### config.mk
export PLATFORM = sky130hd
export DESIGN_NAME = ecpr_port
export DESIGN_NICKNAME = d
export VERILOG_FILES = /design/src/rtl/ecpr_pkg.sv /design/src/rtl/ecpr_port.sv
export SDC_FILE = /design/constraint.sdc
export NUM_CORES = 1
export LEC_CHECK = 0
export BUFFER_PORTS_ARGS = -buffer_cell sky130_fd_sc_hd__buf_2
export CAP_MARGIN = 20
export CORE_UTILIZATION = 35
export CTS_CLUSTER_DIAMETER = 200
export DETAILED_ROUTE_END_ITERATION = 10
export SLEW_MARGIN = 25
export SYNTH_ARGS = -nofsm -noshare
export SYNTH_HDL_FRONTEND = slang
export SYNTH_SLANG_ARGS = --single-unit
export TNS_END_PERCENT = 10
### constraint.sdc
create_clock -name sys_clk -period 3.38 [get_ports sys_clk]
set_clock_uncertainty 0.05 [all_clocks]
set_input_delay 0.507 -clock sys_clk [delete_from_list [all_inputs] [get_ports sys_clk]]
set_output_delay 0.507 -clock sys_clk [all_outputs]
set_load 0.02 [all_outputs]
### src/rtl/ecpr_pkg.sv
// package for the ecp register and fifo block: offsets, fields, modes
// assumes an avalon-mm slave with 32-bit data, word-aligned registers
package ecpr_pkg;

  // byte addresses of our own choosing, one register per word
  localparam logic [5:0] OFF_DATA_PINS   = 6'h00;  // mode 000/001
  localparam logic [5:0] OFF_CMD_FIFO    = 6'h00;  // mode 011 write
  localparam logic [5:0] OFF_STATUS      = 6'h04;
  localparam logic [5:0] OFF_CONTROL     = 6'h08;
  localparam logic [5:0] OFF_FIFO_PORT   = 6'h10;  // compat/data/test by mode
  localparam logic [5:0] OFF_EXT_CONTROL = 6'h14;
  localparam logic [5:0] OFF_FIFO_STAT   = 6'h18;

  localparam int CTL_STROBE_BIT   = 0;
  localparam int CTL_AUTOFEED_BIT = 1;
  localparam int CTL_ACKIRQ_BIT   = 4;
  localparam int CTL_DIR_BIT      = 5;
  localparam int STS_RSVD_BIT     = 2;
  localparam int EXT_MODE_LSB     = 5;

  localparam logic [7:0] CONTROL_RST = 8'h00;
  localparam logic [7:0] EXT_RST     = 8'h00;

  localparam int FIFO_DEPTH = 16;
  localparam int FIFO_AW    = 4;

  // peripheral cycle setup delay before the handshake wait, either direction, in cycles
  localparam logic [3:0] RD_SETTLE = 4'h2;

  typedef enum logic [2:0] {
    ECPR_MODE_SPP    = 3'h0,
    ECPR_MODE_BIDIR  = 3'h1,
    ECPR_MODE_COMPAT = 3'h2,
    ECPR_MODE_ECP    = 3'h3,
    ECPR_MODE_R4     = 3'h4,
    ECPR_MODE_R5     = 3'h5,
    ECPR_MODE_TEST   = 3'h6,
    ECPR_MODE_CFG    = 3'h7
  } ecpr_mode_e;

  typedef struct packed {
    logic       cmd;   // 1 = command, 0 = data
    logic [7:0] byte_v;
  } ecpr_entry_s;

  typedef struct packed {
    logic        busy;
    logic        ack_n;
    logic        paper_end;
    logic        select;
    logic        error_n;
  } ecpr_status_s;

endpackage

### src/rtl/ecpr_port.sv
// ecp register file and shared fifo of a parallel host port
// assumes avalon-mm master on sys_clk; peripheral pins are asynchronous
// Behaviour
// - data register reads return live data pin levels, not the written latch.
// - forward command port write pushes byte tagged command; reads undefined.
// - backward command port writes are discarded.
// - status register is read-only mirror, bit 2 reserved, writes ignored.
// - control bit 5 selects direction, 0 forward, 1 backward.
// - data pins driven in forward direction, released in backward.
// - direction bit read/write except modes 000 and 010, forced zero.
// - control bit 4 enables ack interrupt; clearing it clears level pending.
// - in modes 010 and 011 strobe is hardware handshake with bit 0.
// - in mode 011 autofeed is hardware handshake with bit 1.
// - compat fifo port write-only, pushes data-tagged bytes.
// - forward data fifo port writes push data-tagged bytes; reads undefined.
// - backward mode runs peripheral reads to fill fifo; reads pop.
// - test fifo port pushes and pops with no peripheral cycle.
// - test port works both directions; forward still drives data pins.
// - test overfill or underrun ignored, no stall, pops stay fifo order.
// - shared fifo holds 16 bytes plus one tag bit each.
// - mode is extended control bits 7..5 and selects reachable fifo port.
// - full writes and empty reads ignored, flags unchanged.
`timescale 1ns/1ns
module ecpr_port
  import ecpr_pkg::*;
(
  input  wire logic        sys_clk,
  input  wire logic        sys_rst,
  input  wire logic [5:0]  avs_address,
  input  wire logic        avs_read,
  input  wire logic        avs_write,
  input  wire logic [31:0] avs_writedata,
  input  wire logic [3:0]  avs_byteenable,
  output logic      [31:0] avs_readdata,
  output logic             avs_waitrequest,
  input  wire logic [7:0]  data_pins_i,
  output logic      [7:0]  data_pins_o,
  output logic             data_pins_oe,
  input  wire logic        busy_i,
  input  wire logic        ack_n_i,
  input  wire logic        paper_end_i,
  input  wire logic        select_i,
  input  wire logic        error_n_i,
  output logic             host_strobe_n,
  output logic             autofeed_line_n,
  output logic             ack_irq
);

  // two-flop synchronisers for all peripheral inputs
  logic [7:0]   pins_s1_r, pins_s2_r;
  ecpr_status_s sts_s1_r, sts_s2_r;
  ecpr_status_s sts_raw;
  assign sts_raw = '{busy: busy_i, ack_n: ack_n_i, paper_end: paper_end_i,
                     select: select_i, error_n: error_n_i};
  always_ff @(posedge sys_clk) begin
    pins_s1_r <= data_pins_i;
    pins_s2_r <= pins_s1_r;
    sts_s1_r  <= sts_raw;
    sts_s2_r  <= sts_s1_r;
  end

  // bus decode; every access answers on the cycle after it is seen
  logic        ack_r;
  logic        rd, wr;
  // writes land at the answer edge, where the master sees waitrequest low
  assign wr = avs_write & ack_r & avs_byteenable[0];
  assign rd = avs_read & ~ack_r;
  always_ff @(posedge sys_clk) begin
    if (sys_rst) ack_r <= 1'b0;
    else         ack_r <= (avs_read | avs_write) & ~ack_r;
  end
  assign avs_waitrequest = ~ack_r;

  logic [7:0] control_r, ext_r, latch_r;
  ecpr_mode_e mode;
  assign mode = ecpr_mode_e'(ext_r[EXT_MODE_LSB +: 3]);
  wire dir_back = control_r[CTL_DIR_BIT];

  wire hit_lo   = avs_address == OFF_DATA_PINS;
  wire hit_ctl  = avs_address == OFF_CONTROL;
  wire hit_fifo = avs_address == OFF_FIFO_PORT;
  wire hit_ext  = avs_address == OFF_EXT_CONTROL;
  wire mode_spp = (mode == ECPR_MODE_SPP) | (mode == ECPR_MODE_BIDIR);
  wire dir_lock = (mode == ECPR_MODE_SPP) | (mode == ECPR_MODE_COMPAT);

  // fifo
  ecpr_entry_s mem [FIFO_DEPTH];
  logic [FIFO_AW:0] wp_r, rp_r;
  wire fifo_empty = wp_r == rp_r;
  wire fifo_full  = (wp_r[FIFO_AW] != rp_r[FIFO_AW]) &
                    (wp_r[FIFO_AW-1:0] == rp_r[FIFO_AW-1:0]);
  ecpr_entry_s head;
  assign head = mem[rp_r[FIFO_AW-1:0]];

  // host pushes per mode and direction
  wire push_cmd  = wr & hit_lo & (mode == ECPR_MODE_ECP) & ~dir_back;
  wire push_cmpt = wr & hit_fifo & (mode == ECPR_MODE_COMPAT);
  wire push_dat  = wr & hit_fifo & (mode == ECPR_MODE_ECP) & ~dir_back;
  wire push_tst  = wr & hit_fifo & (mode == ECPR_MODE_TEST);
  wire pop_host  = rd & hit_fifo &
                   (((mode == ECPR_MODE_ECP) & dir_back) | (mode == ECPR_MODE_TEST));

  // peripheral engine: forward drains fifo, backward fills it
  typedef enum logic [1:0] {ECPR_IDLE, ECPR_SETUP, ECPR_WAIT_ACK, ECPR_DONE} ecpr_st_e;
  ecpr_st_e   st_r, st_nxt;
  logic [3:0] cnt_r;
  logic       hw_strobe_r, hw_feed_r;
  logic [7:0] out_byte_r;
  wire ecp_live = (mode == ECPR_MODE_COMPAT) | (mode == ECPR_MODE_ECP);
  wire fwd_go  = ecp_live & ~dir_back & ~fifo_empty;
  wire back_go = (mode == ECPR_MODE_ECP) & dir_back & ~fifo_full;
  wire handshake_ok = dir_back ? ~sts_s2_r.ack_n : sts_s2_r.busy;
  wire handshake_rel = dir_back ? sts_s2_r.ack_n : ~sts_s2_r.busy;

  always_comb begin
    st_nxt = st_r;
    unique case (st_r)
      ECPR_IDLE:     if (fwd_go | back_go) st_nxt = ECPR_SETUP;
      ECPR_SETUP:    if (cnt_r == RD_SETTLE) st_nxt = ECPR_WAIT_ACK;
      ECPR_WAIT_ACK: if (handshake_ok) st_nxt = ECPR_DONE;
      ECPR_DONE:     if (handshake_rel) st_nxt = ECPR_IDLE;
    endcase
    if (!ecp_live) st_nxt = ECPR_IDLE;
  end

  wire eng_pop  = (st_r == ECPR_IDLE) & fwd_go & (st_nxt == ECPR_SETUP);
  wire eng_push = (st_r == ECPR_WAIT_ACK) & dir_back & handshake_ok & ~fifo_full;
  logic       do_push, do_pop;
  ecpr_entry_s push_e;
  // full/empty guards make overfill and underrun silent no-ops
  assign do_push = (push_cmd | push_cmpt | push_dat | push_tst | eng_push) & ~fifo_full;
  assign do_pop  = (pop_host | eng_pop) & ~fifo_empty;
  assign push_e.cmd    = push_cmd;
  assign push_e.byte_v = eng_push ? pins_s2_r : avs_writedata[7:0];

  always_ff @(posedge sys_clk) begin
    if (do_push) mem[wp_r[FIFO_AW-1:0]] <= push_e;
  end

  wire mode_change = wr & hit_ext & (avs_writedata[7:5] != ext_r[7:5]);
  always_ff @(posedge sys_clk) begin
    if (sys_rst || (mode_change && !avs_writedata[6])) begin
      wp_r <= '0;
      rp_r <= '0;
    end else begin
      if (do_push) wp_r <= wp_r + 1'b1;
      if (do_pop)  rp_r <= rp_r + 1'b1;
    end
  end

  always_ff @(posedge sys_clk) begin
    if (sys_rst) begin
      st_r        <= ECPR_IDLE;
      cnt_r       <= '0;
      hw_strobe_r <= 1'b0;
      hw_feed_r   <= 1'b0;
      out_byte_r  <= '0;
    end else begin
      st_r  <= st_nxt;
      cnt_r <= (st_r == ECPR_SETUP) ? cnt_r + 1'b1 : '0;
      if (eng_pop) out_byte_r <= head.byte_v;
      hw_strobe_r <= ~dir_back & (st_nxt == ECPR_WAIT_ACK);
      // backward: autofeed asserted requests a byte, dropped once it arrives
      hw_feed_r   <= dir_back ? (st_nxt == ECPR_SETUP) | (st_nxt == ECPR_WAIT_ACK)
                              : (eng_pop & head.cmd) | (hw_feed_r & (st_nxt != ECPR_IDLE));
    end
  end

  // control and extended control registers
  logic [7:0] ctl_wdata;
  always_comb begin
    ctl_wdata = avs_writedata[7:0];
    if (dir_lock) ctl_wdata[CTL_DIR_BIT] = 1'b0;
  end
  wire ext_write = wr & hit_ext;
  logic [2:0] new_mode;
  assign new_mode = avs_writedata[7:5];
  wire new_lock = (new_mode == 3'h0) | (new_mode == 3'h2);

  always_ff @(posedge sys_clk) begin
    if (sys_rst) begin
      control_r <= CONTROL_RST;
      ext_r     <= EXT_RST;
      latch_r   <= '0;
    end else begin
      if (wr & hit_ctl) control_r <= ctl_wdata;
      else if (ext_write & new_lock) control_r[CTL_DIR_BIT] <= 1'b0;
      if (ext_write) ext_r <= avs_writedata[7:0];
      if (wr & hit_lo & mode_spp) latch_r <= avs_writedata[7:0];
    end
  end

  // ack deassertion interrupt, level style; masking clears the pending request
  logic ack_prev_r, ack_pend_r;
  wire ack_rise = sts_s2_r.ack_n & ~ack_prev_r;
  always_ff @(posedge sys_clk) begin
    if (sys_rst) begin
      ack_prev_r <= 1'b1;
      ack_pend_r <= 1'b0;
    end else begin
      ack_prev_r <= sts_s2_r.ack_n;
      if (!control_r[CTL_ACKIRQ_BIT]) ack_pend_r <= 1'b0;
      else if (ack_rise) ack_pend_r <= 1'b1;
      else if (rd && avs_address == OFF_STATUS) ack_pend_r <= 1'b0;
    end
  end

  // readback
  logic [7:0] status_byte;
  assign status_byte = {~sts_s2_r.busy, sts_s2_r.ack_n, sts_s2_r.paper_end,
                        sts_s2_r.select, sts_s2_r.error_n, 1'b0, 2'b11};
  logic [7:0] rd_mux;
  always_comb begin
    rd_mux = '0;
    unique case (avs_address)
      OFF_DATA_PINS:   rd_mux = pins_s2_r;
      OFF_STATUS:      rd_mux = status_byte;
      OFF_CONTROL:     rd_mux = {2'b11, control_r[5:0]};
      OFF_FIFO_PORT:   rd_mux = pop_host ? head.byte_v : 8'h00;
      OFF_EXT_CONTROL: rd_mux = {ext_r[7:2], fifo_full, fifo_empty};
      OFF_FIFO_STAT:   rd_mux = {7'h00, head.cmd};
      default:         rd_mux = 8'h00;
    endcase
  end

  always_ff @(posedge sys_clk) begin
    if (sys_rst) avs_readdata <= '0;
    else if (rd) avs_readdata <= {24'h000000, rd_mux};
  end

  // pin outputs from flops
  wire sw_strobe = control_r[CTL_STROBE_BIT];
  wire sw_feed   = control_r[CTL_AUTOFEED_BIT];
  always_ff @(posedge sys_clk) begin
    if (sys_rst) begin
      data_pins_o     <= '0;
      data_pins_oe    <= 1'b1;
      host_strobe_n   <= 1'b1;
      autofeed_line_n <= 1'b1;
      ack_irq         <= 1'b0;
    end else begin
      data_pins_oe    <= ~dir_back;
      data_pins_o     <= mode_spp ? latch_r : out_byte_r;
      host_strobe_n   <= ((mode == ECPR_MODE_COMPAT) | (mode == ECPR_MODE_ECP))
                         ? ~(hw_strobe_r | sw_strobe) : ~sw_strobe;
      autofeed_line_n <= (mode == ECPR_MODE_ECP) ? ~(hw_feed_r | sw_feed)
                         : ~sw_feed;
      ack_irq         <= ack_pend_r;
    end
  end

  // fifo never pops when empty nor pushes when full
  property p_no_overrun;
    @(posedge sys_clk) disable iff (sys_rst)
      fifo_full && !do_pop && !mode_change |=> wp_r == $past(wp_r);
  endproperty
  a_no_overrun: assert property (p_no_overrun) else $error("push into full fifo");

  property p_empty_read;
    @(posedge sys_clk) disable iff (sys_rst)
      fifo_empty && !do_push && !mode_change |=> rp_r == $past(rp_r);
  endproperty
  a_empty_read: assert property (p_empty_read) else $error("pop from empty fifo");

  property p_dir_forced;
    @(posedge sys_clk) disable iff (sys_rst)
      dir_lock && !ext_write |=> !control_r[CTL_DIR_BIT];
  endproperty
  a_dir_forced: assert property (p_dir_forced) else $error("direction set in locked mode");

  property p_oe_dir;
    @(posedge sys_clk) disable iff (sys_rst)
      ##1 data_pins_oe == !$past(control_r[CTL_DIR_BIT]);
  endproperty
  a_oe_dir: assert property (p_oe_dir) else $error("pin drive disagrees with direction");

  property p_back_cmd_drop;
    @(posedge sys_clk) disable iff (sys_rst)
      wr && hit_lo && dir_back && !eng_push |=> wp_r == $past(wp_r);
  endproperty
  a_back_cmd_drop: assert property (p_back_cmd_drop) else $error("backward command pushed");

  property p_cmd_tag;
    @(posedge sys_clk) disable iff (sys_rst)
      push_cmd && !fifo_full |=> mem[$past(wp_r[FIFO_AW-1:0])].cmd;
  endproperty
  a_cmd_tag: assert property (p_cmd_tag) else $error("command byte not tagged");

  property p_mask_clears;
    @(posedge sys_clk) disable iff (sys_rst)
      !control_r[CTL_ACKIRQ_BIT] |=> ##1 !ack_irq;
  endproperty
  a_mask_clears: assert property (p_mask_clears) else $error("masked ack still pending");

  property p_answer;
    @(posedge sys_clk) disable iff (sys_rst)
      (avs_read || avs_write) && avs_waitrequest |=> !avs_waitrequest;
  endproperty
  a_answer: assert property (p_answer) else $error("bus answer late");

endmodule

==> out/results.txt <==
The biggest area contributor in the post-synthesis netlist is sky130_fd_sc_hd__edfxtp_1. The H-tree level count is 1. The fraction of final layout cells with drive strength greater than 1 was 23.87%.

Subtracting the final worst setup slack from the clock period gives 3058 ps. The number of antenna diodes in the final layout is 0. The number of synthesized flops with an enable pin was 144; the initial detailed-routing violation count was 468. Once layout is complete, the cells apart from fillers number 1126. The tree is rooted in a sky130_fd_sc_hd__clkbuf_16. In this run the cell area of the synthesized design comes to 9748 um2. Using the TritonRoute via totals, the vias-per-cell ratio works out to 4.916.

After detailed routing, the wire length on met1 is 9529 um. In the routed design, unresolved DRC markers number 0. Data on the critical path arrives at its endpoint at 3410 ps.

Number of gates resized after cts: 0. Dominant synthesized flop cell: sky130_fd_sc_hd__edfxtp_1. The min-delay analysis places its worst path in the category in2reg. The die is 168.9 um tall. Global routing finished with a remaining overflow of 0. The die boundary width is 168.9 um, and the boundary pin count is 104. The relative slew slack came out at 55.48%. Uppermost metal layer occupied by signal nets: met4. STA classifies the critical path endpoint as a flop. The detailed-route wire length was 20980 um; the largest fanout of any net on the critical path was 10. In this run, distinct cell masters in the synthesized netlist total 58. The net count of the finished layout is 804. The run gives 26 as the TritonCTS buffer count. In this run the post-CTS setup repair buffer count came out at 0. The number of violations of the max-capacitance limit is 0. The wire length of the first global-routing pass came out at 32470 um. The sequential cell area fraction in the yosys report was 64.69%. The number of antenna violations at the first check in global routing is 0. The signal on the critical path passes through xor2_1 > nor4_4 > and2_1 > o221a_2 > nor3_1 > ha_1 > nand4_1 > a22oi_2 > nand4_1 > mux2_2.

The internal reg-to-reg setup slack is 320 ps, and the sum of buffers and inverters on the critical path is 0. The final critical-path share of the clock period is 90.48%. Synthesis inferred 243 register bits. Counting the fill cells in the layout gives 2499.

Buffers placed on the I/O ports in this run total 52. The power density of the placed cells was 532.8 nW/um2. For this run, asynchronously set or reset flops after synthesis account for 0%. TritonCTS built the clock tree. The static leakage power is 4.013 nW.

Critical path class: reg2reg. The congestion estimate from routability-driven global placement came to 0.8541. The clock drives 243 sinks. Counting tap cells, the placed design contains a total of 1079 instances. The maximum number of pins on one net before global-route repair was 34. The number of global-route vias before repair is 5535, and the slew of the pin with the lowest slew margin is 665.3 ps. Row generation in the floorplan step produced 60 rows. Across every metal layer, demand over resource in global routing totals 14.92%.

The proportion of netlist area held by the largest area contributor was 44.36%; the highest ir drop seen on vdd was 0.0003590 V. The flow ran to the end, and the final reports show no timing, DRC or antenna violations. Broken down by cell family, the worst path's largest delay share belongs to simple AND/OR/NAND/NOR gates. The maximum clock insertion buffer count is 3, and the max-slew violation count is 0.

Clock-pin slew was measured on the worst setup and hold paths at 60 ps. The share of the core filled with cells came out at 41.45%. Setup repair after global routing left no endpoint under its margin. In this run, post-CTS hold repair placed 0 buffers.

Setup total negative slack on the finished layout was measured at 0 ps. Compared with the post-synthesis result, the final layout area differs by 15.24%. The warning count from the yosys run was 0; the final routed wire length divided by cell count was 18.63 um. The count of nets left with antenna violations once routing finished came out at 0.

The die covers 28520 um2. After legalization and detailed placement, the total HPWL measured 14340 um. The final number of hold-violating endpoints was 0; the met3 layer wire length in the routed design was 994 um. The detailed router placed 5535 vias in this run.

Critical path's slowest cell: sky130_fd_sc_hd__dfxtp_1. At the worst endpoint, the required time is 3740 ps. The startpoint kind of the worst setup timing path was a flop. Among the stages of the critical path, the cell type that occurs most often is sky130_fd_sc_hd__nand4_1. Ranked by instance count, the synthesized netlist is headed by sky130_fd_sc_hd__edfxtp_1, sky130_fd_sc_hd__dfxtp_1, sky130_fd_sc_hd__nor2_1. The per-instance average area after synthesis is 14.66 um2, and the number of failing setup endpoints in the final timing report is 0. For the worst-skew pair, the clock arrives at the later sink with an insertion delay of 520 ps. Routed wire length on met2: 9940 um. In the post-synthesis netlist, the cell with the most instances is sky130_fd_sc_hd__edfxtp_1. Ranked by total cell area, the synthesized netlist is headed by sky130_fd_sc_hd__edfxtp_1, sky130_fd_sc_hd__dfxtp_1, sky130_fd_sc_hd__mux4_2, sky130_fd_sc_hd__mux2i_1, sky130_fd_sc_hd__nor2_1. After floorplanning, the core was sized to cover 27100 um2.

Once the floorplan was initialized, standard cells occupied 35.97% of the core. The delay of the slowest critical-path stage works out to 530 ps. Synthesis produced 665 cells. The maximum operating frequency was 327.0 MHz. The first detailed-routing pass ran for 5 iterations.
worst register-to-register path: cells and delay by family, from the launching register on:
| kind | cells | cell delay, ps |
|---|---|---|
| xor+xnor | 1 | 270 |
| flops | 1 | 530 |
| simple gates | 5 | 880 |
| mux | 1 | 300 |
| compound gates | 2 | 750 |
| fa+ha+maj | 1 | 170 |
routing by layer:
layer | vias up | global-route usage [%]
met1 | 2727 | 20.22
met2 | 159 | 24.72
li1 | 2607 | -
met4 | 0 | 4.466
met3 | 42 | 2.268
met5 | - | 0
stage by stage:
step / hold WS (ps) / power, mW / area (um2) / worst slack (ps)
floorplan: 259.6 / 3.310 / 9834 / 706.3
global placement: 264.3 / 3.350 / 10420 / 346.5
detailed placement: 262.1 / 3.352 / 10420 / 325.1
CTS: 22.64 / 6.043 / 11230 / 304.4
global route: 22.82 / 6.163 / 11230 / 76.47
finish: 41.24 / 5.985 / 11230 / 321.6
flip-flops by register name, summed over array words and instances, names as in the netlist, 2 cells and up, named ones only:
signal and flops:
pins_s2_r 8, wp_r 5, rp_r 5, cnt_r 4
mem 144, out_byte_r 8, control_r 6, pins_s1_r 8
data_pins_o 8, avs_readdata 8, sts_s1_r 5, latch_r 8
status_byte 4, st_r 2, ext_r 6
cell families after synthesis:
logic type,after synthesis,share of synthesized area (%)
flops,243,64.69
simple gates,170,9.319
mux,85,14.39
buf+inv,72,3.992
compound gates,71,5.121
xor+xnor,13,1.168
fa+ha+maj,10,1.284
other cells,1,0.03847
report_power, final:
group | leakage (nW) | switching [mW] | internal (mW)
sequential | 2.08 | 0.0107 | 3.15
combinational | 1.53 | 0.0994 | 0.0315
clock | 0.399 | 1.10 | 1.60
total | 4.01 | 1.21 | 4.77
final cells by class:
cell class                 instances  area, um2  share of cell area, %
clock inverter                    16      118.9                  1.058
tap                              372      465.4                  4.143
inverter                          16      60.06                 0.5346
sequential                       243       6307                  56.15
multi-input combinational        373       3146                  28.00
clock buffer                      31      690.7                  6.148
timing repair buffer              75      445.4                  3.965
final timing paths:
check / startpoint / to / cells past startpoint
worst min-delay path: ack_n_i / sts_s1_r[3] / 1
worst min register to register: pins_s1_r[6] / pins_s2_r[6] / 0
worst max-delay path: wp_r[2] / rp_r[3] / 10
worst max register to register: wp_r[2] / rp_r[3] / 10
cells in the final DEF (no fill, tap or decap), types with 16 or more instances in the layout:
cell type / synthesis / routed
sky130_fd_sc_hd__clkbuf_16: 0 / 27
sky130_fd_sc_hd__nand2_1: 30 / 30
sky130_fd_sc_hd__edfxtp_1: 144 / 144
sky130_fd_sc_hd__a21oi_1: 16 / 16
sky130_fd_sc_hd__buf_2: 11 / 52
sky130_fd_sc_hd__buf_4: 26 / 22
sky130_fd_sc_hd__nand3_1: 24 / 24
sky130_fd_sc_hd__mux4_2: 43 / 43
sky130_fd_sc_hd__o21ai_0: 21 / 21
sky130_fd_sc_hd__conb_1: 1 / 24
sky130_fd_sc_hd__mux2i_1: 31 / 31
sky130_fd_sc_hd__nor2_1: 53 / 53
sky130_fd_sc_hd__dfxtp_1: 99 / 98
No activity file was read; power rests on OpenSTA's default activity.
